<file path="src/icc_regs.svh">
// Constants for the input capture conditioning block
`ifndef ICC_REGS_SVH
`define ICC_REGS_SVH
`define ICC_CLK_MHZ 200
`define ICC_CATCH_MIN_US 10
`define ICC_CATCH_MIN_CYC ((`ICC_CATCH_MIN_US * `ICC_CLK_MHZ) < 1 ? 1 : (`ICC_CATCH_MIN_US * `ICC_CLK_MHZ))
`define ICC_MS_CYC (`ICC_CLK_MHZ * 1000)
`define ICC_FILT_RESET_SEL 4'h4
`define ICC_FILT_RESET_MS 10
`define ICC_NUM_INPUTS 8
`define ICC_ECON_INPUTS 4
`define ICC_EDGE_RISE 2'h0
`define ICC_EDGE_FALL 2'h1
`define ICC_EDGE_BOTH 2'h2
`endif

</file>
<file path="src/icc_pkg.sv">
// Types for the input capture conditioning block
package icc_pkg;
	typedef logic [1:0] icc_edge_t;
	typedef enum logic [2:0] {
		ICC_IDLE = 3'b001,
		ICC_HOLD = 3'b010,
		ICC_SHOW = 3'b100
	} icc_catch_t;
endpackage

</file>
<file path="src/icc_chan_if.sv">
// Per-input signals between the top and one input channel
`timescale 1ns/1ps
`default_nettype none
interface icc_chan_if;
	logic raw;
	logic scan_tick;
	logic catch_en;
	logic econ;
	logic int_en;
	logic [1:0] edge_sel;
	logic filt_tick;
	logic [31:0] filt_len;
	logic image;
	logic irq;
	modport chan (input raw, scan_tick, catch_en, econ, int_en, edge_sel, filt_tick, filt_len,
		output image, irq);
	modport top (output raw, scan_tick, catch_en, econ, int_en, edge_sel, filt_tick, filt_len,
		input image, irq);
endinterface
`default_nettype wire

</file>
<file path="src/icc_chan.sv">
// One input channel: synchroniser, pulse catch, delay filter, edge interrupt
`timescale 1ns/1ps
`default_nettype none
`include "icc_regs.svh"
module icc_chan (
	input wire logic mclk,
	input wire logic rst,
	icc_chan_if.chan ch
);
	typedef struct packed {
		logic s1, s2, s3;
		logic lvl;
		logic filt;
		logic [31:0] cnt;
		icc_pkg::icc_catch_t cst;
		logic image;
		logic irq;
	} icc_chan_st_t;
	icc_chan_st_t q_r, q_nxt;
	logic rise, fall, hit;

	// Edge of the synchronised level, seen once s2 and s3 agree on the new value
	always_comb begin
		rise = (q_r.s2 == q_r.s3) & q_r.s3 & ~q_r.lvl;
		fall = (q_r.s2 == q_r.s3) & ~q_r.s3 & q_r.lvl;
		hit = 1'b0;
		q_nxt = q_r;
		q_nxt.s1 = ch.raw;
		q_nxt.s2 = q_r.s1;
		q_nxt.s3 = q_r.s2;
		// Agreed level moves only when the last two stages match
		q_nxt.lvl = (q_r.s2 == q_r.s3) ? q_r.s3 : q_r.lvl;
		q_nxt.irq = 1'b0;
		// Delay filter: new level must persist the configured time
		// One tick more than the delay, since the first tick lands anywhere in the first ms
		if (q_r.lvl == q_r.filt) begin
			q_nxt.cnt = '0;
		end else if (ch.filt_len == 32'h0000_0000 || q_r.cnt > ch.filt_len) begin
			q_nxt.filt = q_r.lvl;
			q_nxt.cnt = '0;
		end else if (ch.filt_tick) begin
			q_nxt.cnt = q_r.cnt + 32'h0000_0001;
		end
		// Interrupt launches at once, not on the scan
		if (ch.int_en) begin
			if (ch.econ) begin
				hit = rise;
			end else begin
				case (ch.edge_sel)
					`ICC_EDGE_RISE: hit = rise;
					`ICC_EDGE_FALL: hit = fall;
					`ICC_EDGE_BOTH: hit = rise | fall;
					default: hit = rise;
				endcase
			end
		end
		q_nxt.irq = hit;
		// Pulse catch: hold, show one scan, clear next scan
		case (q_r.cst)
			icc_pkg::ICC_IDLE: begin
				if (ch.catch_en && rise) begin
					q_nxt.cst = icc_pkg::ICC_HOLD;
				end
			end
			icc_pkg::ICC_HOLD: begin
				if (ch.scan_tick) begin
					q_nxt.cst = icc_pkg::ICC_SHOW;
				end
			end
			icc_pkg::ICC_SHOW: begin
				if (ch.scan_tick) begin
					q_nxt.cst = icc_pkg::ICC_IDLE;
				end
			end
			default: q_nxt.cst = icc_pkg::ICC_IDLE;
		endcase
		if (!ch.catch_en) begin
			q_nxt.cst = icc_pkg::ICC_IDLE;
		end
		// Image updates only at the scan boundary
		if (ch.scan_tick) begin
			q_nxt.image = ch.catch_en ? (q_r.cst == icc_pkg::ICC_HOLD) | q_nxt.filt : q_nxt.filt;
		end
	end

	// State register
	always_ff @(posedge mclk or posedge rst) begin
		if (rst) begin
			q_r <= '{s1: 1'b0, s2: 1'b0, s3: 1'b0, lvl: 1'b0, filt: 1'b0, cnt: 32'h0000_0000,
				cst: icc_pkg::ICC_IDLE, image: 1'b0, irq: 1'b0};
		end else begin
			q_r <= q_nxt;
		end
	end
	assign ch.image = q_r.image;
	assign ch.irq = q_r.irq;

	// A caught pulse reaches the image on the first scan boundary after it was held
	catch_shows_a: assert property (@(posedge mclk) disable iff (rst)
		(q_r.cst == icc_pkg::ICC_HOLD && ch.scan_tick && ch.catch_en) |=> q_r.image)
		else $error("caught pulse not shown in image");
	// Interrupt follows either edge in one cycle when both edges are selected on the standard variant
	edge_irq_a: assert property (@(posedge mclk) disable iff (rst)
		(ch.int_en && !ch.econ && ch.edge_sel == `ICC_EDGE_BOTH && (rise || fall)) |=> q_r.irq)
		else $error("edge did not raise interrupt");
	// Economic variant never fires on a falling edge
	econ_rise_a: assert property (@(posedge mclk) disable iff (rst)
		(ch.econ && fall) |=> !q_r.irq)
		else $error("falling edge fired on economic variant");
	// Filter output never moves without a settled disagreement
	filt_hold_a: assert property (@(posedge mclk) disable iff (rst)
		(q_r.lvl == q_r.filt) |=> $stable(q_r.filt))
		else $error("filter changed without input change");
	// Undesignated inputs never hold a catch
	catch_off_a: assert property (@(posedge mclk) disable iff (rst)
		!ch.catch_en |=> q_r.cst == icc_pkg::ICC_IDLE)
		else $error("catch active while not designated");
endmodule // icc_chan
`default_nettype wire

</file>
<file path="src/icc_top.sv">
// Input capture conditioning top: eight inputs, shared filter, interrupts
`timescale 1ns/1ps
`default_nettype none
`include "icc_regs.svh"
module icc_top #(
	parameter int N = `ICC_NUM_INPUTS,
	parameter int MS_CYC = `ICC_MS_CYC
) (
	input wire logic mclk,
	input wire logic rst,
	input wire logic [N-1:0] main_unit_inputs,
	input wire logic scan_tick,
	input wire logic econ,
	input wire logic [N-1:0] catch_sel,
	input wire logic [N-1:0] int_sel,
	input wire logic [2*N-1:0] edge_sel,
	input wire logic [3*N-1:0] int_prio,
	input wire logic [4*N-1:0] int_task,
	input wire logic [3:0] other_irq_count,
	input wire logic [3:0] filt_sel,
	input wire logic filt_load,
	output logic [N-1:0] input_image,
	output logic irq_valid,
	output logic [3:0] irq_task,
	output logic [2:0] irq_prio,
	output logic [3:0] irq_slots,
	output logic [3:0] filt_sel_now
);
	typedef struct packed {
		logic [3:0] fsel;
		logic [31:0] mcnt;
		logic ftick;
		logic [N-1:0] image;
		logic irq_valid;
		logic [3:0] irq_task;
		logic [2:0] irq_prio;
		logic [3:0] slots;
	} icc_top_st_t;
	icc_top_st_t q_r, q_nxt;
	logic [N-1:0] ch_image, ch_irq, usable;
	logic [31:0] flen;
	int lim;

	// Filter delay lookup in milliseconds
	// Codes past the list fall back to the reset entry; the load path refuses them anyway
	function automatic logic [31:0] icc_ms(input logic [3:0] s);
		case (s)
			4'h0: icc_ms = 32'd0;
			4'h1: icc_ms = 32'd1;
			4'h2: icc_ms = 32'd2;
			4'h3: icc_ms = 32'd5;
			4'h4: icc_ms = 32'd10;
			4'h5: icc_ms = 32'd20;
			4'h6: icc_ms = 32'd50;
			4'h7: icc_ms = 32'd100;
			4'h8: icc_ms = 32'd200;
			4'h9: icc_ms = 32'd500;
			4'ha: icc_ms = 32'd1000;
			default: icc_ms = 32'd10;
		endcase
	endfunction
	assign flen = icc_ms(q_r.fsel);

	// Usable interrupt inputs: variant limit less other sources
	// Other sources take the top slots first, so the low inputs stay usable
	always_comb begin
		lim = (econ ? `ICC_ECON_INPUTS : N) - int'(other_irq_count);
		for (int i = 0; i < N; i++) begin
			usable[i] = int_sel[i] && (i < lim);
		end
	end

	// One channel per input, all sharing one filter setting
	// Gating is done here so a channel never sees an input it may not use
	genvar g;
	generate
		for (g = 0; g < N; g++) begin : gen_ch
			icc_chan_if cif ();
			assign cif.raw = main_unit_inputs[g];
			assign cif.scan_tick = scan_tick;
			assign cif.catch_en = catch_sel[g] && (!econ || g < `ICC_ECON_INPUTS);
			assign cif.econ = econ;
			assign cif.int_en = usable[g];
			assign cif.edge_sel = edge_sel[2*g +: 2];
			assign cif.filt_tick = q_r.ftick;
			assign cif.filt_len = flen;
			assign ch_image[g] = cif.image;
			assign ch_irq[g] = cif.irq;
			icc_chan u_chan (
				.mclk(mclk),
				.rst(rst),
				.ch(cif)
			);

			// Economic variant gates catch and interrupt off on the upper inputs
			econ_gate_a: assert property (@(posedge mclk) disable iff (rst)
				(econ && g >= `ICC_ECON_INPUTS) |-> (!cif.catch_en && !cif.int_en))
				else $error("upper input enabled on economic variant");

			// Other sources take the highest interrupt inputs first
			slot_taken_a: assert property (@(posedge mclk) disable iff (rst)
				(int'(other_irq_count) + g >= N) |-> !cif.int_en)
				else $error("interrupt input enabled beyond free slots");

			// The winner never has a worse number than any firing input
			prio_win_a: assert property (@(posedge mclk) disable iff (rst)
				ch_irq[g] |=> q_r.irq_prio <= $past(int_prio[3*g +: 3]))
				else $error("interrupt lost to a worse priority");

			// A lone firing input hands over its own task
			task_lone_a: assert property (@(posedge mclk) disable iff (rst)
				(ch_irq[g] && $onehot(ch_irq)) |=> q_r.irq_task == $past(int_task[4*g +: 4]))
				else $error("interrupt carried the wrong task");
		end
	endgenerate

	// Millisecond tick, filter select, interrupt arbitration by priority
	// One tick shared by every channel keeps all delays on one time base
	always_comb begin
		q_nxt = q_r;
		q_nxt.ftick = 1'b0;
		if (q_r.mcnt >= 32'(MS_CYC - 1)) begin
			q_nxt.mcnt = '0;
			q_nxt.ftick = 1'b1;
		end else begin
			q_nxt.mcnt = q_r.mcnt + 32'h0000_0001;
		end
		if (filt_load && filt_sel <= 4'ha) begin
			q_nxt.fsel = filt_sel;
		end
		q_nxt.image = ch_image;
		q_nxt.slots = 4'(lim < 0 ? 0 : lim);
		q_nxt.irq_valid = 1'b0;
		// Lowest priority number wins; lowest index breaks ties
		// Losers are dropped, not queued: nothing is buffered here
		for (int i = N - 1; i >= 0; i--) begin
			if (ch_irq[i] && (!q_nxt.irq_valid || int_prio[3*i +: 3] <= q_nxt.irq_prio)) begin
				q_nxt.irq_valid = 1'b1;
				q_nxt.irq_prio = int_prio[3*i +: 3];
				q_nxt.irq_task = int_task[4*i +: 4];
			end
		end
	end

	// State register
	always_ff @(posedge mclk or posedge rst) begin
		if (rst) begin
			q_r <= '{fsel: `ICC_FILT_RESET_SEL, mcnt: 32'h0000_0000, ftick: 1'b0,
				image: '0, irq_valid: 1'b0, irq_task: 4'h0, irq_prio: 3'h0, slots: 4'h0};
		end else begin
			q_r <= q_nxt;
		end
	end

	assign input_image = q_r.image;
	assign irq_valid = q_r.irq_valid;
	assign irq_task = q_r.irq_task;
	assign irq_prio = q_r.irq_prio;
	assign irq_slots = q_r.slots;
	assign filt_sel_now = q_r.fsel;

	// Filter selection resets to the 10 ms entry
	filt_reset_a: assert property (@(posedge mclk) $fell(rst) |-> q_r.fsel == 4'h4)
		else $error("filter select not at reset value");
	// Out-of-list selections are refused
	filt_list_a: assert property (@(posedge mclk) disable iff (rst)
		(filt_load && filt_sel > 4'ha) |=> $stable(q_r.fsel))
		else $error("illegal filter selection accepted");
	// Any channel interrupt yields an interrupt pulse
	irq_one_a: assert property (@(posedge mclk) disable iff (rst)
		(|ch_irq) |=> q_r.irq_valid)
		else $error("channel interrupt lost");

	// Slot count on the standard variant with no other sources
	slots_std_a: assert property (@(posedge mclk) disable iff (rst)
		(!econ && other_irq_count == 4'h0) |=> q_r.slots == 4'(N))
		else $error("standard slot count wrong");

	// Slot count on the economic variant with no other sources
	slots_econ_a: assert property (@(posedge mclk) disable iff (rst)
		(econ && other_irq_count == 4'h0) |=> q_r.slots == 4'(`ICC_ECON_INPUTS))
		else $error("economic slot count wrong");

	// One other source takes one slot away on the standard variant
	slots_less_a: assert property (@(posedge mclk) disable iff (rst)
		(!econ && other_irq_count == 4'h1) |=> q_r.slots == 4'(N - 1))
		else $error("other source did not take a slot");

	// No channel interrupt, no pulse out
	irq_quiet_a: assert property (@(posedge mclk) disable iff (rst)
		!(|ch_irq) |=> !q_r.irq_valid)
		else $error("interrupt pulse without a source");

	// Legal selections land on the next edge
	filt_load_a: assert property (@(posedge mclk) disable iff (rst)
		(filt_load && filt_sel <= 4'ha) |=> q_r.fsel == $past(filt_sel))
		else $error("legal filter selection not taken");

	// Millisecond tick is a lone pulse; needs MS_CYC above one
	tick_single_a: assert property (@(posedge mclk) disable iff (rst)
		q_r.ftick |=> !q_r.ftick)
		else $error("filter tick longer than one cycle");

	// Shared tick counter never runs past one millisecond
	mcnt_range_a: assert property (@(posedge mclk) disable iff (rst)
		q_r.mcnt < 32'(MS_CYC))
		else $error("millisecond counter out of range");
endmodule // icc_top
`default_nettype wire

</file>
<file path="config.mk">
export PLATFORM = sky130hd
export DESIGN_NAME = icc_top
export DESIGN_NICKNAME = d
export VERILOG_FILES = /design/src/icc_pkg.sv /design/src/icc_chan_if.sv /design/src/icc_chan.sv /design/src/icc_top.sv
export VERILOG_INCLUDE_DIRS = /design/src /design/src/src
export SDC_FILE = /design/constraint.sdc
export NUM_CORES = 1
export LEC_CHECK = 0
export BUFFER_PORTS_ARGS = -buffer_cell sky130_fd_sc_hd__buf_2
export CORE_MARGIN = 8
export CORE_UTILIZATION = 55
export DETAILED_ROUTE_END_ITERATION = 10
export PLACE_DENSITY_LB_ADDON = 0.12
export SLEW_MARGIN = 20
export SYNTH_ARGS = -nofsm -noshare
export SYNTH_HDL_FRONTEND = slang
export SYNTH_SLANG_ARGS = --single-unit
</file>
<file path="constraint.sdc">
create_clock -name mclk -period 10.9 [get_ports mclk]
set_input_delay 0.545 -clock mclk [delete_from_list [all_inputs] [get_ports mclk]]
set_output_delay 0.545 -clock mclk [all_outputs]
set_load 0.005 [all_outputs]
</file>
== Yosys cells after proc, flatten, opt, wreduce, memory -nomap -nowiden ==
Memories as Yosys holds them, arrays and structs flattened.
Cells that the tools add are included.

* Flip-flop bits (word level): 393
* Bits in read-only memories: 160
* Input port bits: 109
* Output and inout port bits: 24
* Word-level logic and storage cells: 440
* Memories kept: 1

{| class="wikitable"
|+ Memories
! memory !! words !! width !! rd ports !! clocked after Yosys merged registers in !! wr ports !! line !! text
|-
| (no name shown) || 16 || 10 || 1 || 0 || 0 || icc_top.sv:47 || <nowiki>case (s)</nowiki>
|}

* $add $sub $neg: 10
* $lt $le $gt $ge: 26
* Equal/unequal tests: 80
* Muxes and demuxes: 110
* Bitwise gates (word level): 64
* Reduce and logical (&&, ||, !) cells: 69

{| class="wikitable"
|+ Operators by type and width
! operator !! count
|-
| $mux W32 || 25
|-
| $add A32 B1 Y32 const B || 9
|-
| $gt A32 B32 Y1 || 8
|-
| $pmux W3 S3 || 8
|-
| $mux W8 || 8
|-
| $ne A3 B3 Y1 const B || 20
|-
| $mux W3 || 18
|-
| $mux W1 || 41
|-
| $and A1 B1 Y1 || 32
|-
| $ge A32 B18 Y1 const B || 1
|-
| $logic_not A32 Y1 || 1
|-
| $logic_and A1 B1 Y1 || 28
|-
| $eq A3 B1 Y1 const B || 8
|-
| $eq A3 B2 Y1 const B || 8
|-
| $eq A3 B3 Y1 const B || 8
|-
| $reduce_and A3 Y1 || 8
|-
| $reduce_bool A3 Y1 || 8
|-
| $le A3 B3 Y1 || 7
|-
| $lt A4 B5 Y1 const A || 4
|-
| $eq A1 B1 Y1 || 16
|-
| $eq A2 B1 Y1 const B || 8
|-
| $eq A2 B2 Y1 const B || 8
|-
| $not A1 Y1 || 16
|-
| $or A1 B1 Y1 || 16
|-
| 12 further kinds || 45
|}

== Depth between registers and ports, before layout ==
* Depth in word-level cells: 29
* Mapped depth: 49
* Mapped depth without buffers: 44

== Modules after synthesis ==
Synthesis repeated with hierarchy kept, for this count alone.

* Cell total of the unflattened synthesis: 3186
* Area total of the unflattened synthesis: 28081.9 µm²

{| class="wikitable"
|+ By module, submodules not included
! module !! times used !! cells each !! area an instance (µm²) !! seq. area each (µm²)
|-
| icc_chan (gen_ch[0].u_chan ...) || 7 || 341 || 3001.6 || 1052.3
|-
| icc_top || 1 || 445 || 3995.1 || 1427.6
|-
| icc_chan (gen_ch[5].u_chan) || 1 || 354 || 3075.4 || 1052.3
|}

== Worst setup path before layout ==
Ideal clock, no wire load.

* Path type: register to register
* From: register gen_ch[7].u_chan.q_r, in the netlist gen_ch[7].u_chan.ch.irq
* To: register q_r, in the netlist irq_prio[0]
* Setup time: 119 ps
* Arrival time: 10003 ps
* Data required time: 10781 ps
* Slack: 778 ps
* Stages on the path, launching flop included: 49
* Period minus slack after synthesis: 10122 ps
* Cells stage by stage: dfrtp_1 buf_6 clkbuf_1 mux2i_1 ha_1 nor2b_1 or4b_1 a41o_1 a21oi_1 ha_1 nor2b_1 o311ai_1 nand2_1 o22ai_2 ha_1 and3b_1 a211oi_1 o21a_1 [13 not listed] o21ai_0 a31oi_1 and2_1 nor2_1 ha_1 nand3b_1 a32o_1 o21ai_2 clkbuf_1 o21ai_0 o22a_1 ha_1 nand3_1 o21ai_0 o31ai_1 buf_2 o211ai_1 o21a_1

{| class="wikitable"
|+ RTL lines
! item !! line !! text
|-
| start, declared || icc_chan.sv:19 || <nowiki>icc_chan_st_t q_r, q_nxt;</nowiki>
|-
| start signal, assigned || icc_chan.sv:89 || <nowiki>q_r <= '{s1: 1'b0, s2: 1'b0, s3: 1'b0, lvl: 1'b0, filt: 1'b0, cnt: 32'h0000_0000,</nowiki>
|-
| start signal, assigned || icc_chan.sv:92 || <nowiki>q_r <= q_nxt;</nowiki>
|-
| end signal, assigned || icc_top.sv:148 || <nowiki>q_r <= '{fsel: `ICC_FILT_RESET_SEL, mcnt: 32'h0000_0000, ftick: 1'b0,</nowiki>
|-
| end signal, assigned || icc_top.sv:151 || <nowiki>q_r <= q_nxt;</nowiki>
|-
| end, declared || icc_top.sv:39 || <nowiki>icc_top_st_t q_r, q_nxt;</nowiki>
|}

== Final worst setup path ==
* From: register gen_ch[7].u_chan.q_r, in the netlist gen_ch[7].u_chan.ch.irq
* To: register q_r, in the netlist irq_task[3]

* Longest elaborated chain between the ends: 29
* Elaborated cells between the ends (all ways): 37
* Classes of those cells: order compare (7); mux (8); reduce/logical (22)

{| class="wikitable"
|+ RTL lines
! item !! line !! text
|-
| $mux W8 || icc_top.sv:137 || <nowiki>if (ch_irq[i] && (!q_nxt.irq_valid || int_prio[3*i +: 3] <= q_nxt.irq_prio)) begin</nowiki>
|-
| $le A3 B3 Y1 / $logic_not A1 Y1 (equally long branches) || icc_top.sv:137 ||
|-
| $logic_or A1 B1 Y1 || icc_top.sv:137 ||
|-
| $logic_and A1 B1 Y1 || icc_top.sv:137 ||
|-
| $mux W8 || icc_top.sv:137 ||
|-
| $le A3 B3 Y1 / $logic_not A1 Y1 (equally long branches) || icc_top.sv:137 ||
|-
| $logic_or A1 B1 Y1 || icc_top.sv:137 ||
|-
| $logic_and A1 B1 Y1 || icc_top.sv:137 ||
|-
| [13 not listed] || -- ||
|-
| $le A3 B3 Y1 / $logic_not A1 Y1 (equally long branches) || icc_top.sv:137 ||
|-
| $logic_or A1 B1 Y1 || icc_top.sv:137 ||
|-
| $logic_and A1 B1 Y1 || icc_top.sv:137 ||
|-
| $mux W8 || icc_top.sv:137 ||
|-
| $le A3 B3 Y1 / $logic_not A1 Y1 (equally long branches) || icc_top.sv:137 ||
|-
| $logic_or A1 B1 Y1 || icc_top.sv:137 ||
|-
| $logic_and A1 B1 Y1 || icc_top.sv:137 ||
|-
| $reduce_bool A8 Y1 (no source line) / $mux W8 (equally long branches) || -- ||
|}

Parallel ways exist; a longest one is shown, timed or not. The select of a mux whose other input is x is not followed.
A chain may end at the register's enable or synchronous reset.

==> run_results.csv <==
group,metric,value,unit
worst_hold_path,min-delay-start,"main_unit_inputs[4]",
final_layout,diodes,0,
final_layout,finalCoreUtilization,65.9,%
timing,report.final.setup_viol,0,
die,rows,66,
logic_synthesis,synth-main-ff-cell,"dfrtp_1",
worst_setup_path,reg2reg_from,"gen_ch[7].u_chan.ch.irq",
route,drtPass1Iterations,4,
logic_synthesis,async_reset_ff_share,100,%
timing,min_period_over_period,92.2,%
worst_hold_path,hold_class,"in -> reg",
die,initial_core_util,55.9,%
worst_hold_path,min_to,"gen_ch[4].u_chan.q_nxt[40]",
worst_setup_path,crit_slowest_cell,"or4b_1",
route,drc,0,
clocking,cts_buffers,42,
logic_synthesis,yosys_warnings,0,
timing,clock_skew,0.0187,ns
logic_synthesis,netlist_instances,1645,
timing,max_freq,99.5,MHz
worst_setup_path,ff2ff_setup_slack,0.85,ns
clocking,tritoncts,"built",
place,dp_slack,0.0142,ns
power,vdd_ir_drop_max,0.126,mV
grt,grt_max_degree,198,
logic_synthesis,ys_ff_latch,393,
clocking,root_buffer,"clkbuf_16",
place,dp.final_hpwl,26800,µm
clocking,clk_pin_slew_worst_paths,0.06,ns
grt,grt_pass1_wl,62400,µm
worst_setup_path,worstSetupPathType,"reg -> reg",
timing,hold_viol_final,0,
grt,grt.overflow.total,0,
power,p_total,0.00355,W
die,io_pins,133,
logic_synthesis,netlist_area,18200,µm²
final_layout,nets,2225,
place,placed_cells,2357,
route,wl,38100,µm
timing,slew_violations,0,
final_layout,syn2layout_area_growth,18.0,%
power,powerDensity,166,nW/µm²
route,vias,12800,
die,die_area,39100,µm²
logic_synthesis,synth_area_leaders,"dfrtp_1 (53%), ha_1 (10%), xor2_1 (4.0%)",
worst_setup_path,r2r_cells,45,
die,coreArea,32500,µm²
grt,grtUsageTotal,19.5,%
place,gp_congestion,0.897,
timing,period_needed,10.05,ns
logic_synthesis,yosysTopAreaCell,"dfrtp_1",
worst_setup_path,path_common_cell,"ha_1",
run,maxCapViolations,0,
logic_synthesis,synth.avg_cell_area,11.1,µm²
final_layout,ff_latch_area,9850,µm²
clocking,clock-sinks,393,
worst_hold_path,hold_depth,1,
logic_synthesis,ys_types,75,
die,die_h,198,µm
route,ant_nets,0,
route,first_iter_violations,567,
place,port_buffers,132,
grt,grt_pass1_vias,12600,
worst_setup_path,r2r-end,"irq_task[3]",
worst_setup_path,required,11.32,ns
timing,holdWs,0.0931,ns
final_layout,layout.cells.non_filler,2441,
logic_synthesis,yosysSeqAreaShare,54.1,%
worst_setup_path,startpoint_type,"flip-flop",
status,outcome,"finished clean",
final_layout,mostFrequentLayoutCell,"dfrtp_1",
clocking,ctsLongestPathBuffers,3,
final_layout,nFillCells,2651,
route,viasPerCell,5.25,
clocking,htreeDepth,2,
logic_synthesis,synth_top_area_share,52.8,%
final_layout,layout-drive-gt1-share,13.4,%
worst_setup_path,worstSetupEndpointType,"flip-flop",
timing,tightest_slew,1.11,ns
clocking,clk_latency,0.55,ns
timing,setup_slack,0.845,ns
worst_setup_path,crit_fanout,13,
worst_setup_path,critical_path_arrival,10.48,ns
route,wl_per_cell,15.6,µm
worst_setup_path,max_stage_delay,0.59,ns
die,die_w,198,µm
grt,antenna_found_initial,0,
timing,relSlewSlack,25.8,%
power,power.leakage,10.2,nW
final_layout,multi_input_area,8430,µm²
logic_synthesis,synth_edf_count,0,
final_layout,most-common-layout-cells,"dfrtp_1 (384), nor2_1 (190), conb_1 (182), ha_1 (149), buf_2 (132)",
where the power goes:
part           internal [W]  switching, W  total (W)
logic              0.000214      0.000298   0.000512
clock network      0.000870      0.000584    0.00145
registers           0.00154     0.0000470    0.00158
total               0.00262      0.000929    0.00355
metrics by stage:
step                      TNS [ns]  cell area [µm²]
after global routing       -0.0165            21500
final                            0            21500
after floorplan                  0            18900
after CTS                        0            21300
after global placement           0            19900
after detailed placement         0            19900
kinds of logic after synthesis:
kind of cell / Yosys count / synth area share (%)
buffers and inverters: 142 / 3.48
XOR/XNOR: 108 / 5.20
AO/OA/AOI/OAI: 249 / 9.54
AND/OR/NAND/NOR: 579 / 15.9
adder cells (fa/ha/maj): 149 / 10.3
multiplexers: 24 / 1.43
flip-flops: 393 / 54.1
other: 1 / 0.0206
registers in the layout (all words and copies together) (netlist names):
signal,flops
gen_ch.u_chan.q_r,304
q_r,32
gen_ch.u_chan.q_nxt,16
gen_ch.u_chan.ch.image,8
gen_ch.u_chan.ch.irq,8
input_image,8
filt_sel_now,4
irq_slots,4
irq_task,4
irq_prio,3
gen_ch.cif.filt_tick,1
irq_valid,1
synth_stat cells (all sizes together) (12+ instances only):
cell type,number
nor3,18
inv,89
xor2,83
nor3b,13
buf,31
nand4,54
and3,21
a311oi,12
o22a,14
dfrtp,384
nand2,88
nand3,75
xnor2,25
nor4,48
a21oi,50
o21ai,56
o21a,13
nor2,190
ha,149
clkbuf,22
mux2,13
nor2b,23
layer usage:
metal	global-route usage, %	up-vias	wire length, µm
met3	3.14	81	1660
met4	6.28	0	960
met5	0	-	0
met1	25.8	6207	16700
met2	32.6	249	18800
li1	-	6279	-
how the worst max path moves through the flow:
stage	slack, ns	startpoint	end
2_1_floorplan	0.78	gen_ch[7].u_chan.ch.irq	irq_prio[0]
3_3_place_gp	0.32	int_prio[22]	irq_task[3]
3_5_place_dp	0.01	int_prio[22]	irq_task[3]
4_1_cts	0.12	gen_ch[7].u_chan.ch.irq	irq_task[3]
5_1_grt	-0.02	gen_ch[7].u_chan.ch.irq	irq_task[1]
6_report	0.85	gen_ch[7].u_chan.ch.irq	irq_task[3]
what timing repair did:
action,4_1_cts,5_1_grt
buffers inserted,0,6
endpoints found under the hold margin,8,0
gates resized for setup,0,10
hold buffers,1,0
endpoints found under the setup margin,0,7
layout make-up:
cell class,count,area share [%]
Timing Repair Buffer,150,3.93
Clock inverter,23,1.20
Sequential cell,393,45.9
Tap cell,442,2.58
Multi-Input combinational cell,1291,39.3
Clock buffer,53,5.51
Inverter,89,1.57
worst max-delay path, delay by kind of cell (launching register included):
kind                     cells  cell delay [ns]
adder cells (fa/ha/maj)      7             1.87
AND/OR/NAND/NOR             14             2.58
buffers and inverters        3             0.43
flip-flops                   1             0.45
AO/OA/AOI/OAI               20             4.46
multiplexers                 1             0.13
Note: power is estimated with default switching activity, not from simulation.
